`config.mk`:
```
export PLATFORM = sky130hd
export DESIGN_NAME = raw_top
export DESIGN_NICKNAME = d
export VERILOG_FILES = /design/src/hw/raw_pkg.sv /design/src/hw/raw_top.sv
export SDC_FILE = /design/constraint.sdc
export NUM_CORES = 1
export LEC_CHECK = 0
export BUFFER_PORTS_ARGS = -buffer_cell sky130_fd_sc_hd__buf_2
export CORE_ASPECT_RATIO = 0.75
export CORE_MARGIN = 2
export CORE_UTILIZATION = 53
export DETAILED_ROUTE_END_ITERATION = 8
export PLACE_DENSITY = 0.76
export SYNTH_ARGS = -nofsm -noshare
export SYNTH_HDL_FRONTEND = slang
export SYNTH_SLANG_ARGS = --single-unit
```
`constraint.sdc`:
```
create_clock -name clk_i -period 2.4 [get_ports clk_i]
set_clock_uncertainty 0.2 [all_clocks]
set_input_delay 0.12 -clock clk_i [delete_from_list [all_inputs] [get_ports clk_i]]
set_output_delay 0.12 -clock clk_i [all_outputs]
set_load 0.1 [all_outputs]
```
`src/hw/raw_pkg.sv`:
```
package raw_pkg;

  // Register byte offsets on the AXI4-Lite bus.
  localparam logic [7:0] OFF_CTRL   = 8'h00;
  localparam logic [7:0] OFF_STATUS = 8'h04;
  localparam logic [7:0] OFF_MASK   = 8'h08;
  localparam logic [7:0] OFF_SEC    = 8'h0c;
  localparam logic [7:0] OFF_SUB    = 8'h10;
  localparam logic [7:0] OFF_ALARM  = 8'h14;
  localparam logic [7:0] OFF_WDOG   = 8'h18;

  // Control register bit positions.
  localparam int CTRL_WDOG_EN  = 0;
  localparam int CTRL_INT_POL  = 1;
  localparam int CTRL_ALARM_EN = 2;
  localparam int CTRL_SLEEP    = 3;
  localparam int CTRL_W        = 4;

  // Status and mask bit positions (same layout in both).
  localparam int ST_CONV_READY = 0;
  localparam int ST_ALARM      = 1;
  localparam int ST_USER_IO    = 2;
  localparam int ST_SUP_DVDD   = 3;
  localparam int ST_SUP_CPOUT  = 4;
  localparam int ST_W          = 5;

  // Reset values: only conversion-ready unmasked, active-high interrupt.
  localparam logic [CTRL_W-1:0] CTRL_RST = 4'h2;
  localparam logic [ST_W-1:0]   MASK_RST = 5'h1e;

  // Widths of the timekeeping counters.
  localparam int SEC_W   = 32;
  localparam int SUB_W   = 8;
  localparam int ALARM_W = 20;

  // Crystal and tick rates in Hz, and the divider between them.
  localparam int XTAL_HZ  = 32768;
  localparam int SUB_HZ   = 256;
  localparam int XTAL_DIV = XTAL_HZ / SUB_HZ;

  // Watchdog times in ms, counted in quarter-second crystal ticks.
  localparam int WD_QTR_MS     = 250;
  localparam int WD_TIMEOUT_MS = 500;
  localparam int WD_RESET_MS   = 250;
  localparam int WD_QTR_SUBS   = SUB_HZ * WD_QTR_MS / 1000;
  localparam logic [1:0] WD_TIMEOUT_Q = 2'(WD_TIMEOUT_MS / WD_QTR_MS);
  localparam logic [1:0] WD_RESET_Q   = 2'(WD_RESET_MS / WD_QTR_MS);

  // AXI response codes.
  localparam logic [1:0] RESP_OKAY   = 2'h0;
  localparam logic [1:0] RESP_SLVERR = 2'h2;

  // Watchdog states, Gray coded along off, run, reset.
  typedef enum logic [1:0] {
    WD_OFF = 2'b00,
    WD_RUN = 2'b01,
    WD_RST = 2'b11
  } raw_wd_state_t;

endpackage

```
`src/hw/raw_top.sv`:
```
`timescale 1ns/10ps
`default_nettype none

module raw_top #(
  parameter int XTAL_DIV = raw_pkg::XTAL_DIV  // Crystal edges per subsecond tick.
) (
  input  wire logic        clk_i,
  input  wire logic        arst_n_i,
  input  wire logic        xtal_i,
  input  wire logic        user_io_pin_i,
  input  wire logic        sup_dvdd_i,
  input  wire logic        sup_cpout_i,
  input  wire logic        conv_done_i,
  input  wire logic [7:0]  s_axi_awaddr_i,
  input  wire logic        s_axi_awvalid_i,
  output logic             s_axi_awready_o,
  input  wire logic [31:0] s_axi_wdata_i,
  input  wire logic [3:0]  s_axi_wstrb_i,
  input  wire logic        s_axi_wvalid_i,
  output logic             s_axi_wready_o,
  output logic [1:0]       s_axi_bresp_o,
  output logic             s_axi_bvalid_o,
  input  wire logic        s_axi_bready_i,
  input  wire logic [7:0]  s_axi_araddr_i,
  input  wire logic        s_axi_arvalid_i,
  output logic             s_axi_arready_o,
  output logic [31:0]      s_axi_rdata_o,
  output logic [1:0]       s_axi_rresp_o,
  output logic             s_axi_rvalid_o,
  input  wire logic        s_axi_rready_i,
  output logic             int_o,
  output logic             wdog_rst_o,
  output logic             sleep_o
);

  // A divider below two would leave the crystal edge counter without a bit.
  if (XTAL_DIV < 2) begin : g_chk
    $error("XTAL_DIV must be at least 2");
  end

  ////////////////////////////////////////////////////////////////////////////
  // Pin synchronisers and edge detection.

  logic [3:0] sync1_r;   // First stage, read only by the second.
  logic [3:0] sync2_r;   // Second stage, safe to use.
  logic [3:0] prev_r;    // Delayed copy for edge detection.
  logic       xtal_rise; // One clk_i pulse per crystal period.
  logic       uio_edge;  // Either edge on the user I/O pin.
  logic       dvdd_rise; // Supply supervisor on DVDD trips.
  logic       cpout_rise; // Supply supervisor on CPOUT trips.

  // All four pins are asynchronous to clk_i, so two flops come first.
  always_ff @(posedge clk_i or negedge arst_n_i) begin
    if (!arst_n_i) begin
      sync1_r <= 4'h0;
      sync2_r <= 4'h0;
      prev_r  <= 4'h0;
    end else begin
      sync1_r <= {sup_cpout_i, sup_dvdd_i, user_io_pin_i, xtal_i};
      sync2_r <= sync1_r;
      prev_r  <= sync2_r;
    end
  end

  assign xtal_rise  = sync2_r[0] & ~prev_r[0];
  assign uio_edge   = sync2_r[1] ^ prev_r[1];
  assign dvdd_rise  = sync2_r[2] & ~prev_r[2];
  assign cpout_rise = sync2_r[3] & ~prev_r[3];

  ////////////////////////////////////////////////////////////////////////////
  // AXI4-Lite slave handshakes.

  logic [7:0]  wr_addr_r;   // Held write address.
  logic [31:0] wr_data_r;   // Held write data.
  logic [3:0]  wr_strb_r;   // Held byte enables.
  logic        wr_fire;     // Both halves present: perform the write.
  logic        rd_fire;     // Read address taken this cycle.
  logic        wr_known;    // Write address decodes to a register.
  logic        rd_known;    // Read address decodes to a register.
  logic [31:0] rd_val;      // Read data selected from the registers.

  // Address and data are each held once taken, in either order; the
  // response waits for both, and the readies stay low until it is taken.
  always_ff @(posedge clk_i or negedge arst_n_i) begin
    if (!arst_n_i) begin
      s_axi_awready_o <= 1'b1;
      s_axi_wready_o  <= 1'b1;
      s_axi_bvalid_o  <= 1'b0;
      s_axi_bresp_o   <= raw_pkg::RESP_OKAY;
      wr_addr_r       <= 8'h00;
      wr_data_r       <= 32'h0000_0000;
      wr_strb_r       <= 4'h0;
    end else begin
      if (s_axi_awvalid_i && s_axi_awready_o) begin
        wr_addr_r       <= s_axi_awaddr_i;
        s_axi_awready_o <= 1'b0;
      end
      if (s_axi_wvalid_i && s_axi_wready_o) begin
        wr_data_r      <= s_axi_wdata_i;
        wr_strb_r      <= s_axi_wstrb_i;
        s_axi_wready_o <= 1'b0;
      end
      if (wr_fire) begin
        s_axi_bvalid_o <= 1'b1;
        s_axi_bresp_o  <= wr_known ? raw_pkg::RESP_OKAY : raw_pkg::RESP_SLVERR;
      end else if (s_axi_bvalid_o && s_axi_bready_i) begin
        s_axi_bvalid_o  <= 1'b0;
        s_axi_awready_o <= 1'b1;
        s_axi_wready_o  <= 1'b1;
      end
    end
  end

  assign wr_fire = !s_axi_awready_o && !s_axi_wready_o && !s_axi_bvalid_o;
  assign rd_fire = s_axi_arvalid_i && s_axi_arready_o;

  // Reads answer one cycle after the address is taken.
  always_ff @(posedge clk_i or negedge arst_n_i) begin
    if (!arst_n_i) begin
      s_axi_arready_o <= 1'b1;
      s_axi_rvalid_o  <= 1'b0;
      s_axi_rdata_o   <= 32'h0000_0000;
      s_axi_rresp_o   <= raw_pkg::RESP_OKAY;
    end else if (rd_fire) begin
      s_axi_arready_o <= 1'b0;
      s_axi_rvalid_o  <= 1'b1;
      s_axi_rdata_o   <= rd_val;
      s_axi_rresp_o   <= rd_known ? raw_pkg::RESP_OKAY : raw_pkg::RESP_SLVERR;
    end else if (s_axi_rvalid_o && s_axi_rready_i) begin
      s_axi_rvalid_o  <= 1'b0;
      s_axi_arready_o <= 1'b1;
    end
  end

  // Merge byte lanes of a write into an existing word.
  function automatic logic [31:0] merge(input logic [31:0] old, input logic [31:0] nw,
                                        input logic [3:0] strb);
    logic [31:0] res;
    res = old;
    for (int i = 0; i < 4; i++) begin
      if (strb[i]) begin
        res[i*8 +: 8] = nw[i*8 +: 8];
      end
    end
    return res;
  endfunction

  ////////////////////////////////////////////////////////////////////////////
  // Register state.

  logic [raw_pkg::CTRL_W-1:0]  ctrl_r;     // Control bits.
  logic [raw_pkg::ST_W-1:0]    status_r;   // Sticky event flags.
  logic [raw_pkg::ST_W-1:0]    mask_r;     // One masks a flag.
  logic [raw_pkg::ALARM_W-1:0] alarm_r;    // Alarm compare seconds.
  logic [raw_pkg::SEC_W-1:0]   sec_r;      // Seconds counter.
  logic [raw_pkg::SUB_W-1:0]   sub_r;      // Subsecond counter.
  logic [raw_pkg::SEC_W-1:0]   sec_stage_r; // Seconds half of a pending set.
  logic                        stage_vld_r; // Seconds half has arrived.
  logic [raw_pkg::SUB_W-1:0]   sub_snap_r; // Subseconds caught at seconds read.
  logic [$clog2(XTAL_DIV)-1:0] div_r;      // Crystal edge divider.
  logic                        sub_tick;   // 256 Hz tick.
  logic                        qtr_tick;   // 4 Hz tick for the watchdog.
  logic                        sec_tick_r; // Seconds just advanced.
  logic                        trip;       // Alarm fires this cycle.
  logic [31:0]                 ctrl_w;     // Control after a write.
  logic                        wr_sec;     // Seconds register written.
  logic                        wr_sub;     // Subsecond register written.

  assign wr_sec = wr_fire && wr_addr_r == raw_pkg::OFF_SEC;
  assign wr_sub = wr_fire && wr_addr_r == raw_pkg::OFF_SUB;
  assign ctrl_w = merge(32'(ctrl_r), wr_data_r, wr_strb_r);

  // Address decode for both directions; reserved bits read as zero.
  always_comb begin
    wr_known = 1'b1;
    case (wr_addr_r)
      raw_pkg::OFF_CTRL, raw_pkg::OFF_STATUS, raw_pkg::OFF_MASK, raw_pkg::OFF_SEC,
      raw_pkg::OFF_SUB, raw_pkg::OFF_ALARM, raw_pkg::OFF_WDOG: wr_known = 1'b1;
      default: wr_known = 1'b0;
    endcase
    rd_known = 1'b1;
    case (s_axi_araddr_i)
      raw_pkg::OFF_CTRL:   rd_val = 32'(ctrl_r);
      raw_pkg::OFF_STATUS: rd_val = 32'(status_r);
      raw_pkg::OFF_MASK:   rd_val = 32'(mask_r);
      raw_pkg::OFF_SEC:    rd_val = sec_r;
      raw_pkg::OFF_SUB:    rd_val = 32'(sub_snap_r);
      raw_pkg::OFF_ALARM:  rd_val = 32'(alarm_r);
      raw_pkg::OFF_WDOG:   rd_val = 32'h0000_0000;
      default: begin
        rd_val   = 32'h0000_0000;
        rd_known = 1'b0;
      end
    endcase
  end

  ////////////////////////////////////////////////////////////////////////////
  // Real-time clock.

  // The divider counts crystal edges, so every time below stays locked to
  // the crystal even though the logic itself runs on clk_i.
  assign sub_tick = xtal_rise && div_r == ($clog2(XTAL_DIV))'(XTAL_DIV - 1);
  assign qtr_tick = sub_tick && sub_r[5:0] == 6'(raw_pkg::WD_QTR_SUBS - 1);

  // A set takes effect only after the seconds word and then the subsecond
  // word are both written; a lone subsecond write is dropped as partial.
  always_ff @(posedge clk_i or negedge arst_n_i) begin
    if (!arst_n_i) begin
      div_r       <= '0;
      sub_r       <= '0;
      sec_r       <= '0;
      sec_tick_r  <= 1'b0;
      sec_stage_r <= '0;
      stage_vld_r <= 1'b0;
    end else begin
      sec_tick_r <= 1'b0;
      if (wr_sec) begin
        sec_stage_r <= merge(sec_stage_r, wr_data_r, wr_strb_r);
        stage_vld_r <= 1'b1;
      end else if (wr_sub) begin
        stage_vld_r <= 1'b0;
      end
      if (wr_sub && stage_vld_r) begin
        sec_r <= sec_stage_r;
        sub_r <= wr_data_r[raw_pkg::SUB_W-1:0];
        div_r <= '0;
      end else if (xtal_rise) begin
        div_r <= sub_tick ? '0 : div_r + 1'b1;
        if (sub_tick) begin
          sub_r <= sub_r + 1'b1;
          if (&sub_r) begin
            sec_r      <= sec_r + 1'b1;
            sec_tick_r <= 1'b1;
          end
        end
      end
    end
  end

  // Reading seconds freezes the subseconds so both halves match.
  always_ff @(posedge clk_i or negedge arst_n_i) begin
    if (!arst_n_i) begin
      sub_snap_r <= '0;
    end else if (rd_fire && s_axi_araddr_i == raw_pkg::OFF_SEC) begin
      sub_snap_r <= sub_r;
    end
  end

  ////////////////////////////////////////////////////////////////////////////
  // Alarm and control.

  // Compare only once per new second so a match fires exactly once.
  assign trip = sec_tick_r && ctrl_r[raw_pkg::CTRL_ALARM_EN] &&
                sec_r[raw_pkg::ALARM_W-1:0] == alarm_r;

  // The alarm holds a 20-bit seconds value, about 12 days of range.
  always_ff @(posedge clk_i or negedge arst_n_i) begin
    if (!arst_n_i) begin
      alarm_r <= '0;
    end else if (wr_fire && wr_addr_r == raw_pkg::OFF_ALARM) begin
      alarm_r <= (raw_pkg::ALARM_W)'(merge(32'(alarm_r), wr_data_r, wr_strb_r));
    end
  end

  // The trip wins over a simultaneous software write to enable or sleep.
  always_ff @(posedge clk_i or negedge arst_n_i) begin
    if (!arst_n_i) begin
      ctrl_r <= raw_pkg::CTRL_RST;
    end else begin
      if (wr_fire && wr_addr_r == raw_pkg::OFF_CTRL) begin
        ctrl_r <= ctrl_w[raw_pkg::CTRL_W-1:0];
      end
      if (trip) begin
        ctrl_r[raw_pkg::CTRL_ALARM_EN] <= 1'b0;
        ctrl_r[raw_pkg::CTRL_SLEEP]    <= 1'b0;
      end
    end
  end

  assign sleep_o = ctrl_r[raw_pkg::CTRL_SLEEP];

  ////////////////////////////////////////////////////////////////////////////
  // Interrupt status, mask and output.

  logic [raw_pkg::ST_W-1:0] st_set; // Events arriving this cycle.
  logic [raw_pkg::ST_W-1:0] st_clr; // Write-one-to-clear bits.

  assign st_set = {cpout_rise, dvdd_rise, uio_edge, trip, conv_done_i};
  assign st_clr = (wr_fire && wr_addr_r == raw_pkg::OFF_STATUS) ?
                  wr_data_r[raw_pkg::ST_W-1:0] & {raw_pkg::ST_W{wr_strb_r[0]}} : '0;

  // An event in the cycle of its clear is kept: set wins.
  always_ff @(posedge clk_i or negedge arst_n_i) begin
    if (!arst_n_i) begin
      status_r <= '0;
    end else begin
      status_r <= (status_r & ~st_clr) | st_set;
    end
  end

  always_ff @(posedge clk_i or negedge arst_n_i) begin
    if (!arst_n_i) begin
      mask_r <= raw_pkg::MASK_RST;
    end else if (wr_fire && wr_addr_r == raw_pkg::OFF_MASK && wr_strb_r[0]) begin
      mask_r <= wr_data_r[raw_pkg::ST_W-1:0];
    end
  end

  // Registered output adds one cycle of latency but keeps the pin glitch free.
  always_ff @(posedge clk_i or negedge arst_n_i) begin
    if (!arst_n_i) begin
      int_o <= 1'b0;
    end else begin
      int_o <= (|(status_r & ~mask_r)) ? ctrl_r[raw_pkg::CTRL_INT_POL] :
               ~ctrl_r[raw_pkg::CTRL_INT_POL];
    end
  end

  ////////////////////////////////////////////////////////////////////////////
  // Watchdog.

  raw_pkg::raw_wd_state_t wd_state_r; // Watchdog state.
  logic [1:0]             wd_cnt_r;   // Quarter ticks since service.
  logic                   wd_svc;     // Service write seen.

  assign wd_svc = wr_fire && wr_addr_r == raw_pkg::OFF_WDOG;

  // Counting whole quarter ticks means the service phase is unknown to the
  // counter: the timeout falls between two and three quarters after it.
  always_ff @(posedge clk_i or negedge arst_n_i) begin
    if (!arst_n_i) begin
      wd_state_r <= raw_pkg::WD_OFF;
      wd_cnt_r   <= 2'h0;
      wdog_rst_o <= 1'b0;
    end else if (!ctrl_r[raw_pkg::CTRL_WDOG_EN]) begin
      wd_state_r <= raw_pkg::WD_OFF;
      wd_cnt_r   <= 2'h0;
      wdog_rst_o <= 1'b0;
    end else begin
      case (wd_state_r)
        raw_pkg::WD_OFF: begin
          wd_state_r <= raw_pkg::WD_RUN;
          wd_cnt_r   <= 2'h0;
        end
        raw_pkg::WD_RUN: begin
          if (wd_svc) begin
            wd_cnt_r <= 2'h0;
          end else if (qtr_tick) begin
            if (wd_cnt_r == raw_pkg::WD_TIMEOUT_Q) begin
              wd_state_r <= raw_pkg::WD_RST;
              wd_cnt_r   <= 2'h0;
              wdog_rst_o <= 1'b1;
            end else begin
              wd_cnt_r <= wd_cnt_r + 2'h1;
            end
          end
        end
        raw_pkg::WD_RST: begin
          if (qtr_tick) begin
            if (wd_cnt_r == raw_pkg::WD_RESET_Q - 2'h1) begin
              wd_state_r <= raw_pkg::WD_RUN;
              wd_cnt_r   <= 2'h0;
              wdog_rst_o <= 1'b0;
            end else begin
              wd_cnt_r <= wd_cnt_r + 2'h1;
            end
          end
        end
        default: begin
          wd_state_r <= raw_pkg::WD_OFF;
          wd_cnt_r   <= 2'h0;
          wdog_rst_o <= 1'b0;
        end
      endcase
    end
  end

endmodule

`default_nettype wire

```
* Word level (Yosys, flattened, before mapping)
Cells that the tools add are included.
Word-level totals: register bits 226, input bits 64, output and inout port bits 44, word-level logic and storage cells 191
Cells by class: add/sub/neg operators 4, equal/unequal tests 25, muxes and demuxes 59, bitwise operators 14, reduce and logical (&&, ||, !) cells 54
Operator list (count):
- 32-bit case mux with 6 select lines | 1
- 32-bit two-way mux | 4
- 8-bit by 5-bit equality test with 1-bit output (second input constant) | 6
- 32-bit by 1-bit adder with 32-bit output (second input constant) | 1
- 8-bit by 4-bit equality test with 1-bit output (second input constant) | 4
- 2-bit two-way mux | 15
- 1-bit two-way mux | 27
- 8-bit two-way mux | 3
- 2-bit AND reduction | 11
- 1-bit logical AND | 21
- 7-bit two-way mux | 3
- 20-bit equality test | 1
- 8-bit by 3-bit equality test with 1-bit output (second input constant) | 2
- 8-bit logical NOT | 2
- 2-bit nonzero test | 8
- 5-bit AND | 3
- 3-bit != test (second input constant) | 5
- 7-bit OR reduction | 2
- 5-bit inverter | 2
- 8-bit by 1-bit adder with 8-bit output (second input constant) | 1
- 4-bit two-way mux | 2
- 8-bit AND reduction | 1
- 7-bit by 1-bit adder with 7-bit output (second input constant) | 1
- 7-bit equality test (second input constant) | 1
- 20 further kinds | 29

* Depth between registers and ports, before layout
Gate-level depths: netlist of the first run.
word-level depth 8, depth in mapped cells 8, depth with buffers taken out 6

* Least setup slack after synthesis of the first run
OpenSTA, ideal clock, no wires.
path type reg2reg, start register s_axi_bvalid_o, end register wdog_rst_o, setup time 0.168 ns, arrival 2.678 ns, required time 2.032 ns, path slack -0.645 ns, stages on the path, launching flop included 6, buffers on the path 0, period minus slack after synthesis 3.045 ns, path through dfrtp_1 > or4_1 > or4b_2 > a221oi_1 > mux2i_1 > o211ai_1
Between the ends: longest elaborated chain between the ends 5
Ends and longest elaborated chain:
- start: declaration | RTL line raw_top.sv:22 | output logic s_axi_bvalid_o,
- start signal: assignment | RTL line raw_top.sv:88 | s_axi_bvalid_o <= 1'b0;
- start signal: assignment | RTL line raw_top.sv:104 | s_axi_bvalid_o <= 1'b1;
- start signal: assignment | RTL line raw_top.sv:107 | s_axi_bvalid_o <= 1'b0;
- 1-bit logical NOT | RTL line raw_top.sv:114 | assign wr_fire = !s_axi_awready_o && !s_axi_wready_o && !s_axi_bvalid_o;
- 1-bit logical AND | RTL line raw_top.sv:114
- 1-bit logical AND | RTL line raw_top.sv:326 | assign wd_svc = wr_fire && wr_addr_r == raw_pkg::OFF_WDOG;
- 3-bit != test (no source line)
- 6-bit AND reduction (no source line)
- end signal: assignment | RTL line raw_top.sv:334 | wdog_rst_o <= 1'b0;
- end signal: assignment | RTL line raw_top.sv:338 | wdog_rst_o <= 1'b0;
- end signal: assignment | RTL line raw_top.sv:352 | wdog_rst_o <= 1'b1;
- end: declaration | RTL line raw_top.sv:32 | output logic wdog_rst_o,
No other way between the ends. A chain may end at the register's enable or synchronous reset.

* Worst setup path in the final report of the first run
start register s_axi_wready_o, end register sec_stage_r[9] (netlist name)
Between the ends: longest elaborated chain between the ends 5
Ends and longest elaborated chain:
- start: declaration | RTL line raw_top.sv:20 | output logic s_axi_wready_o,
- start signal: assignment | RTL line raw_top.sv:87 | s_axi_wready_o <= 1'b1;
- start signal: assignment | RTL line raw_top.sv:101 | s_axi_wready_o <= 1'b0;
- start signal: assignment | RTL line raw_top.sv:109 | s_axi_wready_o <= 1'b1;
- 1-bit logical NOT | RTL line raw_top.sv:114
- 1-bit logical AND (2 in a row) | RTL line raw_top.sv:114
- 1-bit logical AND | RTL line raw_top.sv:169 | assign wr_sec = wr_fire && wr_addr_r == raw_pkg::OFF_SEC;
- 2-bit AND reduction (no source line)
- end signal: assignment | RTL line raw_top.sv:218 | sec_stage_r <= merge(sec_stage_r, wr_data_r, wr_strb_r);
- end: declaration | RTL line raw_top.sv:157 | logic [raw_pkg::SEC_W-1:0] sec_stage_r;
No other way between the ends.

==> results of run 1 <==
==> registers in the layout (all words and copies together) (netlist names), 2 cells and up <==
signal,count
wr_strb_r,4
sync2_r,4
wd_cnt_r,2
prev_r,4
status_r,5
s_axi_rdata_o,32
alarm_r,20
wr_addr_r,8
sec_stage_r,32
wd_state_r,2
sync1_r,4
ctrl_r,4
sub_r,8
mask_r,5
sec_r,32
wr_data_r,32
div_r,7
sub_snap_r,8
==> path summary, 6_finish.rpt <==
check	from	end	slack, ps	depth (start not counted)
max reg2reg	s_axi_wready_o$_DFF_PN1_	sec_stage_r[9]$_DFFE_PN0P_	-140	6
min	arst_n_i	sync1_r[0]$_DFF_PN0_	-10	2
max in group asynchronous	arst_n_i	s_axi_awready_o$_DFF_PN1_	1300	3
min in group clk_i	user_io_pin_i	sync1_r[1]$_DFF_PN0_	60	2
max	s_axi_wready_o$_DFF_PN1_	sec_stage_r[9]$_DFFE_PN0P_	-140	6
min reg2reg	sync1_r[3]$_DFF_PN0_	sync2_r[3]$_DFF_PN0_	140	0
==> layer usage <==
metal,share of wire [%],vias up
met4,1.8,0
li1,-,3667
met3,7.4,38
met5,0,-
met1,44,3928
met2,47,311
==> critical path, cell delays in order (launching register included) <==
cell and delay (ps):
dfstp_4 460, or4_4 560, or3_4 380, nor3b_4 240, buf_12 170, nand2_4 100, mux2_2 310
==> where the power goes <==
part           switching (mW)  internal, mW  leakage [nW]  total (mW)
Sequential              0.768          4.51          2.91        5.28
Combinational            1.81          1.05          2.81        2.86
Clock                    1.38          2.01         0.349        3.39
Total                    3.96          7.57          6.07        11.5
==> final cells by class <==
| type | count | area share [%] |
|---|---|---|
| clock buffer | 36 | 5.17 |
| clock inverter | 2 | 0.299 |
| inverter | 23 | 0.664 |
| multi-input combinational | 608 | 33.7 |
| sequential | 224 | 43.3 |
| tap | 247 | 2.38 |
| timing repair buffer | 246 | 14.5 |
==> timing repair <==
| action | in CTS | in global routing |
|---|---|---|
| setup endpoints to repair | 77 | 82 |
| hold endpoints to repair | 279 | 0 |
| resized for setup | 13 | 15 |
| setup buffers | 1 | 5 |
| hold buffers | 64 | 0 |
| pin swaps | 1 | 12 |
| cloned | 0 | 1 |
==> cell families (layout without fill, tap and decap cells) <==
kind of cell,Yosys count,in the layout
XOR/XNOR,47,47
multiplexers,116,116
adder cells (fa/ha/maj),7,7
AND/OR/NAND/NOR,305,306
AO/OA/AOI/OAI,130,130
other,1,2
buffers and inverters,67,307
flip-flops,224,224
==> cell usage in the layout, fill, tap and decap left out, types with 4 or more instances in the layout <==
cell / instances
dfrtp_1: 215
mux2_2: 107
nand2_1: 105
buf_2: 104
dlygate4sd3_1: 64
buf_4: 64
nor2_1: 49
o21ai_0: 41
xnor2_1: 33
nand3_1: 33
inv_1: 23
clkbuf_16: 21
a31oi_1: 20
nand4_1: 18
nor4_1: 17
a21oi_1: 17
xor2_1: 14
a21o_1: 10
and3_1: 9
clkbuf_8: 9
buf_12: 9
and4_1: 7
mux2i_1: 7
or3_1: 7
dfstp_2: 7
and2_1: 6
nor3_1: 6
a22oi_1: 6
or4_1: 6
o31ai_1: 6
ha_1: 6
clkbuf_1: 6
a22o_1: 5
nand2b_1: 5
a211oi_1: 5
a221oi_1: 4
nand2_4: 4
buf_6: 4
==> metrics by stage <==
stage	power [mW]	hold slack, ps	instances
floorplan	7.05	-376	898
global placement	7.87	-76.2	1277
detailed placement	7.96	-72.6	1277
CTS	11.5	2.47	1380
global route	12.0	17.4	1386
finish	11.5	-12.3	1386
==> flow_metrics.env, run 1 <==
export IMPL_violations="hold timing, setup timing"
export IMPL_postSynthCellCount=897
export IMPL_status="complete, but fails checks"
export IMPL_place_area_um2=11400
export IMPL_track_usage_pct=26.3
export IMPL_grt_pass1_vias=7817
export IMPL_num_vias=7944
export IMPL_seq_area_frac_synth_pct=55.6
export IMPL_synth_simple_area_share_pct=15.6
export IMPL_grt_busiest_layer="met2"
export IMPL_netlist_area_um2=10100
export IMPL_maxSlewViolCount=0
export IMPL_met1_usage_pct=37.8
export IMPL_hold_violations=14
export IMPL_antenna_cells=0
export IMPL_die_w_um=163
export IMPL_cts_tree="done"
export IMPL_path_class="flip-flop to flip-flop"
export IMPL_endpoint_kind="flip-flop"
export IMPL_clkTransAtPathRegs_ps=60
export IMPL_drt_first_pass_iters=6
export IMPL_synth_top_family_by_area="simple AND/OR/NAND/NOR gates"
export IMPL_fin_area_um2=13000
export IMPL_core_area_um2=18600
export IMPL_ff_latch_area_um2=5620
export IMPL_start_util_pct=54.4
export IMPL_worstMarginPinSlew_ps=570
export IMPL_synth_fa_ha_area_share_pct=0.868
export IMPL_p_leak_nw=6.07
export IMPL_fp_row_count=43
export IMPL_synth_area_mux_share_pct=12.9
export IMPL_dp_hpwl_mm=17.3
export IMPL_async_reset_ff_share_pct=100
export IMPL_grt_first_pass_wirelength_mm=41.4
export IMPL_multi_input_area_um2=4380
export IMPL_cts_sinks=224
export IMPL_h_tree_depth=1
export IMPL_finalCritPeriodShare_pct=106
export IMPL_routabilityCongestion=0.932
export IMPL_dieArea_um2=20200
export IMPL_synth_edff_count=0
export IMPL_numCtsBuffers=21
export IMPL_avgSynthCellArea_um2=11.3
export IMPL_drc=0
export IMPL_wire_per_inst_um=18.8
export IMPL_ys_flop_type="dfrtp_1"
export IMPL_antenna_found_initial=0
export IMPL_clockBufferDepth=3
export IMPL_rsz0062_at_grt="yes"
export IMPL_grt_use_met3_pct=3.92
export IMPL_drt_iter0_drc=776
export IMPL_maxCapViolCount=0
export IMPL_dp_slack_ps=-221
export IMPL_relSlewSlack_pct=61.7
export IMPL_hold_class="input port to asynchronous set/reset pin"
export IMPL_crit_required_ps=2580
export IMPL_critPathMaxFanout=8
export IMPL_fill_cells=1321
export IMPL_irDropWorstVdd_mv=1.14
export IMPL_synthTopCellsByArea="dfrtp_1, mux2_2, nand2_1"
export IMPL_power_density_nw_per_um2=887
export IMPL_fin_ws_ps=-141
export IMPL_setup_violations=53
export IMPL_grt_overflow=0
export IMPL_synthDistinctLibCells=64
export IMPL_ioPinCount=108
export IMPL_synth_compound_area_share_pct=8.31
export IMPL_clockRootBuffer="clkbuf_16"
export IMPL_syn_to_final_growth_pct=28.8
export IMPL_synthTopCellsByCount="dfrtp_1, nand2_1, mux2_2, nor2_1, o21ai_0"
export IMPL_nNetsFinal=1195
export IMPL_yosysMostFrequentCell="dfrtp_1"
export IMPL_yosys_area_top_type="dfrtp_1"
export IMPL_met2_usage_pct=42.4
export IMPL_clk_latency_ps=500
export IMPL_ys_ff_latch=224
export IMPL_setup_tns_ps=-5670
export IMPL_drt_vias_per_instance=5.73
export IMPL_fin_hold_ws_ps=-12.3
export IMPL_grt_max_degree=71
export IMPL_cp_arrival_ps=2720
export IMPL_synth_top_area_share_pct=53.6
export IMPL_fin_crit_ps=2540
export IMPL_ant_nets=0
export IMPL_ys_warn_count=0
export IMPL_synth_xor_area_share_pct=4.08
export IMPL_cp_start_kind="flip-flop"
export IMPL_die_h_um=124
export IMPL_finalWirelength_mm=26.0
export IMPL_utilization_pct=70.0
export IMPL_timing_fmax_mhz=394
export IMPL_drive_gt1_share_pct=32.0
export IMPL_io_buffers=105
Power figures use the tool's default switching activity.
==> run 2, diff against run 1 <==
--- a/config.mk
+++ b/config.mk
@@ -14,3 +14,4 @@
 export SYNTH_ARGS = -nofsm -noshare
 export SYNTH_HDL_FRONTEND = slang
 export SYNTH_SLANG_ARGS = --single-unit
+export TNS_END_PERCENT = 30
==> run 2 against run 1 <==
  * The run ends with setup timing left
  * Critical path depth did not move
  * Count of clock-buffer cells in the layout fell by 4
  * Cell area rose by 0.58%
  * Fmax rose by 1.5%
  * Sequential share of layout area fell by 0.25 points
  * First-iteration DRC count fell by 14%
  * Setup slack improved by 36 ps
  * Combinational power barely moved
  * Sequential power fell by 0.9%
  * Power fell by 0.13%
  * Critical endpoint is now sec_stage_r[27]$_DFFE_PN0P_
==> flow_metrics.env, run 2 (synthesized netlist as in run 1, its figures left out) <==
export IMPL_fin_ws_ps=-104
export IMPL_placedCellCount=1292
export IMPL_met2_usage_pct=42.5
export IMPL_drc=0
export IMPL_final_common_cell="dfrtp_1"
export IMPL_cp_start_kind="flip-flop"
export IMPL_drt_vias_per_instance=5.71
export IMPL_endpoint_kind="flip-flop"
export IMPL_maxSlewViolCount=0
export IMPL_wire_per_inst_um=18.5
export IMPL_h_tree_depth=1
export IMPL_fp_row_count=43
export IMPL_final_cells=1399
export IMPL_grt_pass1_vias=8033
export IMPL_numCtsBuffers=22
export IMPL_p_sw_share_pct=34.2
export IMPL_violations="setup timing"
export IMPL_pwr_share_comb_pct=24.9
export IMPL_track_usage_pct=26.7
export IMPL_die_w_um=163
export IMPL_drt_first_pass_iters=5
export IMPL_relSlewSlack_pct=41.2
export IMPL_worstMarginPinSlew_ps=879
export IMPL_cts_tree="done"
export IMPL_mostFrequentLayoutCells="dfrtp_1, nand2_1, mux2_2"
export IMPL_antenna_found_initial=0
export IMPL_timing_fmax_mhz=399
export IMPL_dieArea_um2=20200
export IMPL_p_clk_share_pct=29.7
export IMPL_setup_tns_ps=-3640
export IMPL_critPathMaxFanout=8
export IMPL_syn_to_final_growth_pct=29.5
export IMPL_cp_arrival_ps=2680
export IMPL_clockRootBuffer="clkbuf_16"
export IMPL_clkTransAtPathRegs_ps=60
export IMPL_finalCritPeriodShare_pct=104
export IMPL_drt_iter0_drc=666
export IMPL_cts_sinks=224
export IMPL_rsz0062_at_grt="yes"
export IMPL_grt_busiest_layer="met2"
export IMPL_fin_crit_ps=2500
export IMPL_utilization_pct=70.4
export IMPL_num_vias=7992
export IMPL_grt_first_pass_wirelength_mm=42.3
export IMPL_clk_latency_ps=500
export IMPL_ioPinCount=108
export IMPL_drive_gt1_share_pct=33.2
export IMPL_p_total_mw=11.5
export IMPL_start_util_pct=54.4
export IMPL_setup_violations=65
export IMPL_p_leak_nw=6.16
export IMPL_hold_violations=0
export IMPL_core_area_um2=18600
export IMPL_grt_use_met3_pct=4.36
export IMPL_switchingPower_mw=3.94
export IMPL_die_h_um=124
export IMPL_path_class="flip-flop to flip-flop"
export IMPL_dp_slack_ps=-192
export IMPL_irDropWorstVdd_mv=0.799
export IMPL_hold_class="input port to flip-flop"
export IMPL_clockBufferDepth=3
export IMPL_antenna_cells=0
export IMPL_power_density_nw_per_um2=881
export IMPL_maxCapViolCount=0
export IMPL_routabilityCongestion=0.924
export IMPL_ant_nets=0
export IMPL_crit_required_ps=2580
export IMPL_met1_usage_pct=38.3
export IMPL_finalWirelength_mm=25.9
export IMPL_status="complete, but fails checks"
export IMPL_p_seq_share_pct=45.4
export IMPL_r2r_slack_ps=-100
export IMPL_fill_cells=1284
export IMPL_grt_max_degree=68
export IMPL_dp_hpwl_mm=17.3
export IMPL_intPower_mw=7.58
export IMPL_io_buffers=105
export IMPL_grt_overflow=0
export IMPL_nNetsFinal=1209
run 2: final timing paths:
kind                            cells after the start                      from                            to
worst max-delay path                                6  s_axi_wready_o$_DFF_PN1_   sec_stage_r[27]$_DFFE_PN0P_
worst min-delay path                                6         s_axi_araddr_i[6]  s_axi_rdata_o[1]$_DFFE_PN0P_
worst max register to register                      6  s_axi_wready_o$_DFF_PN1_   sec_stage_r[27]$_DFFE_PN0P_
worst min register to register                      0      sync1_r[3]$_DFF_PN0_          sync2_r[3]$_DFF_PN0_
max in group asynchronous                           3                  arst_n_i  s_axi_rresp_o[1]$_DFFE_PN0P_
min in group asynchronous                           2                  arst_n_i         mask_r[2]$_DFFE_PN1P_
run 2: what timing repair did:
action | CTS | global route
hold buffers | 67 | 0
cloned | 1 | 0
endpoints found under the setup margin | 80 | 91
buffers inserted | 1 | 0
gates resized for setup | 26 | 11
endpoints found under the hold margin | 282 | 0
pin swaps | 3 | 2
run 2: worst max-delay path, cell delays in order (launching register included):
cell and delay (ps):
dfstp_4 460, or4_4 540, or3_4 390, nor3b_4 220
buf_12 170, nand2_8 80, mux2_4 310
run 2: layout make-up:
type,count,area (um^2),share of cell area [%]
Timing Repair Buffer,259,1970,15.0
Multi-Input combinational cell,608,4370,33.4
Clock buffer,32,659,5.05
Tap cell,247,309,2.36
Clock inverter,6,55.1,0.421
Inverter,23,86.3,0.661
Sequential cell,224,5620,43.0
run 2: metal layers:
layer	vias to the layer above	share of wire, %
met1	3952	45
li1	3697	-
met3	55	6.5
met2	288	46
met5	-	0
met4	0	2.5
run 2: per-stage QoR:
stage / area [um^2] / hold slack, ps
2_1_floorplan: 10100 / -376
3_3_place_gp: 11500 / -88.0
3_5_place_dp: 11500 / -83.4
4_1_cts: 13000 / 11.4
5_1_grt: 13100 / 38.0
6_report: 13100 / 27.1
run 2: power by group through the flow:
stage                     clock network (mW)  logic (mW)  registers (mW)
after floorplan                            0        1.04            6.01
after global placement                     0        2.65            5.23
after detailed placement                   0        2.71            5.25
after CTS                               3.47        2.85            5.21
after global routing                    3.64        3.06            5.31
final                                   3.42        2.87            5.23
==> run 3, diff against run 2 <==
--- a/config.mk
+++ b/config.mk
@@ -7,10 +7,10 @@
 export LEC_CHECK = 0
 export BUFFER_PORTS_ARGS = -buffer_cell sky130_fd_sc_hd__buf_2
 export CORE_ASPECT_RATIO = 0.75
-export CORE_MARGIN = 2
-export CORE_UTILIZATION = 53
+export CORE_MARGIN = 3
+export CORE_UTILIZATION = 59
 export DETAILED_ROUTE_END_ITERATION = 8
-export PLACE_DENSITY = 0.76
+export PLACE_DENSITY = 0.8
 export SYNTH_ARGS = -nofsm -noshare
 export SYNTH_HDL_FRONTEND = slang
 export SYNTH_SLANG_ARGS = --single-unit
==> constraint.sdc (replaced) <==
create_clock -name clk_i -period 2.8 [get_ports clk_i]
set_clock_uncertainty 0.2 [all_clocks]
set_input_delay 0.14 -clock clk_i [delete_from_list [all_inputs] [get_ports clk_i]]
set_output_delay 0.14 -clock clk_i [all_outputs]
set_load 0.1 [all_outputs]
==> run 3 against run 2 <==
  * The run now ends clean
  * Critical path type unchanged
  * Power decreased by 14%
  * Hold slack better by 18 ps
  * Combinational power is 20% lower
  * Critical path depth is 1 higher
  * Sequential share of layout area increased by 1.9 points
  * Clock power is 7.9% lower
  * Sequential power fell by 14%
  * Cell count is 6.4% lower
  * Largest cell class unchanged
==> flow_metrics.env, run 3 (synthesized netlist as in run 1, its figures left out) <==
export IMPL_antenna_found_initial=0
export IMPL_cts_sinks=224
export IMPL_intPower_mw=6.54
export IMPL_hold_class="input port to asynchronous set/reset pin"
export IMPL_crit_required_ps=2980
export IMPL_place_area_um2=11100
export IMPL_clkTransAtPathRegs_ps=70
export IMPL_clockRootBuffer="clkbuf_16"
export IMPL_rsz0062_at_grt="no"
export IMPL_h_tree_depth=1
export IMPL_die_w_um=157
export IMPL_cp_slowest_cell="or4_4"
export IMPL_status="finished clean"
export IMPL_ioPinCount=108
export IMPL_pwr_share_comb_pct=23.1
export IMPL_core_area_um2=16400
export IMPL_ant_nets=0
export IMPL_r2r_slack_ps=110
export IMPL_fin_area_um2=12500
export IMPL_relSlewSlack_pct=48.5
export IMPL_grt_first_pass_wirelength_mm=43.6
export IMPL_maxCapViolCount=0
export IMPL_fin_hold_ws_ps=45.6
export IMPL_drt_iter0_drc=807
export IMPL_hold_violations=0
export IMPL_r2r_start="s_axi_bvalid_o$_DFFE_PN0P_"
export IMPL_irDropWorstVdd_mv=0.819
export IMPL_maxSlewViolCount=0
export IMPL_critical_path_cell_chain="or4_4, or3_4, buf_4, nor3b_4, buf_12, nand2_4, mux2_1"
export IMPL_timing_fmax_mhz=372
export IMPL_final_cells=1309
export IMPL_cts_tree="done"
export IMPL_power_density_nw_per_um2=796
export IMPL_drt_vias_per_instance=6.11
export IMPL_cts_setup_buffers=0
export IMPL_drc=0
export IMPL_mostFrequentLayoutCells="dfrtp_1, nand2_1, mux2_2"
export IMPL_setup_tns_ps=0
export IMPL_track_usage_pct=29.1
export IMPL_drt_first_pass_iters=5
export IMPL_numCtsBuffers=22
export IMPL_dieArea_um2=18700
export IMPL_antenna_cells=0
export IMPL_wire_per_inst_um=20.3
export IMPL_p_clk_share_pct=31.6
export IMPL_cp_arrival_ps=2870
export IMPL_drive_gt1_share_pct=28.3
export IMPL_startpoint="s_axi_bvalid_o$_DFFE_PN0P_"
export IMPL_worstMarginPinSlew_ps=766
export IMPL_syn_to_final_growth_pct=23.9
export IMPL_grt_overflow=0
export IMPL_die_h_um=119
export IMPL_io_buffers=105
export IMPL_r2r_end="sec_stage_r[27]$_DFFE_PN0P_"
export IMPL_num_vias=7997
export IMPL_p_sw_share_pct=34.2
export IMPL_fin_crit_ps=2690
export IMPL_grt_pass1_vias=8192
export IMPL_endpoint_kind="flip-flop"
export IMPL_fp_row_count=40
export IMPL_utilization_pct=76.4
export IMPL_cp_start_kind="flip-flop"
export IMPL_finalWirelength_mm=26.5
export IMPL_final_common_cell="dfrtp_1"
export IMPL_start_util_pct=61.7
export IMPL_p_leak_nw=5.85
export IMPL_path_class="flip-flop to flip-flop"
export IMPL_setup_violations=0
export IMPL_rr_worst_depth=7
export IMPL_switchingPower_mw=3.41
export IMPL_grt_max_degree=94
export IMPL_slowest_delay_ps=530
export IMPL_nNetsFinal=1155
export IMPL_finalCritPeriodShare_pct=96.0
export IMPL_routabilityCongestion=0.899
export IMPL_p_seq_share_pct=45.3
export IMPL_clockBufferDepth=3
export IMPL_clk_latency_ps=520
export IMPL_dp_hpwl_mm=16.9
export IMPL_critPathMaxFanout=8
export IMPL_placedCellCount=1204
[run 3: cell count changes in the layout (fill, tap and decap cells not counted), moves of 3 or more]
cell / delta
buf_4: -46
nor2_1: +9
nor2_2: -8
buf_6: -5
clkbuf_1: -3
[run 3: power groups by stage]
stage | sequential [mW] | combinational [mW] | clock, mW
after detailed placement | 4.52 | 2.19 | 0
after global placement | 4.49 | 2.13 | 0
after floorplan | 5.15 | 0.893 | 0
after CTS | 4.48 | 2.29 | 3.17
final | 4.50 | 2.30 | 3.15
after global routing | 4.58 | 2.44 | 3.31
[run 3: worst max-delay path: cells and delay by family (launching register included)]
kind / cells / cell delay [ps]
buffers and inverters: 2 / 320
muxes: 1 / 320
and+or+nand+nor: 4 / 1220
DFF: 1 / 490
[run 3: per-stage QoR]
stage               worst slack (ps)  total power [mW]
global route                    26.3              10.3
floorplan                       27.8              6.04
CTS                              109              9.94
finish                           112              9.95
detailed placement               146              6.71
global placement                 151              6.63
[run 3: what timing repair did]
action	4_1_cts	5_1_grt
gates resized for setup	0	0
hold buffers	66	0
endpoints found under the hold margin	183	0
[run 3: worst max-delay path by stage]
| stage | end | slack (ps) | depth (start not counted) |
|---|---|---|---|
| 6_report | sec_stage_r[27]$_DFFE_PN0P_ | 110 | 7 |
| 5_1_grt | sec_stage_r[27]$_DFFE_PN0P_ | 30 | 7 |
| 4_1_cts | sec_stage_r[27]$_DFFE_PN0P_ | 110 | 7 |
| 3_5_place_dp | sec_stage_r[27]$_DFFE_PN0P_ | 150 | 7 |
| 3_3_place_gp | wdog_rst_o$_DFFE_PN0P_ | 150 | 5 |
| 2_1_floorplan | wdog_rst_o$_DFFE_PN0P_ | 30 | 5 |
[run 3: layout make-up]
| type | count | area, um^2 |
|---|---|---|
| tap | 210 | 263 |
| clock buffer | 29 | 637 |
| multi-input combinational | 607 | 4240 |
| inverter | 23 | 86.3 |
| clock inverter | 10 | 139 |
| fill | 1017 | 3860 |
| timing repair buffer | 206 | 1520 |
| sequential | 224 | 5620 |
[run 3: metal layers]
layer | track usage [%] | vias up | wire [um]
met5 | 0 | - | 0
met4 | 7.70 | 0 | 574
met2 | 46.5 | 389 | 12700
met3 | 5.67 | 52 | 2350
met1 | 41.2 | 3975 | 11000
li1 | - | 3581 | -
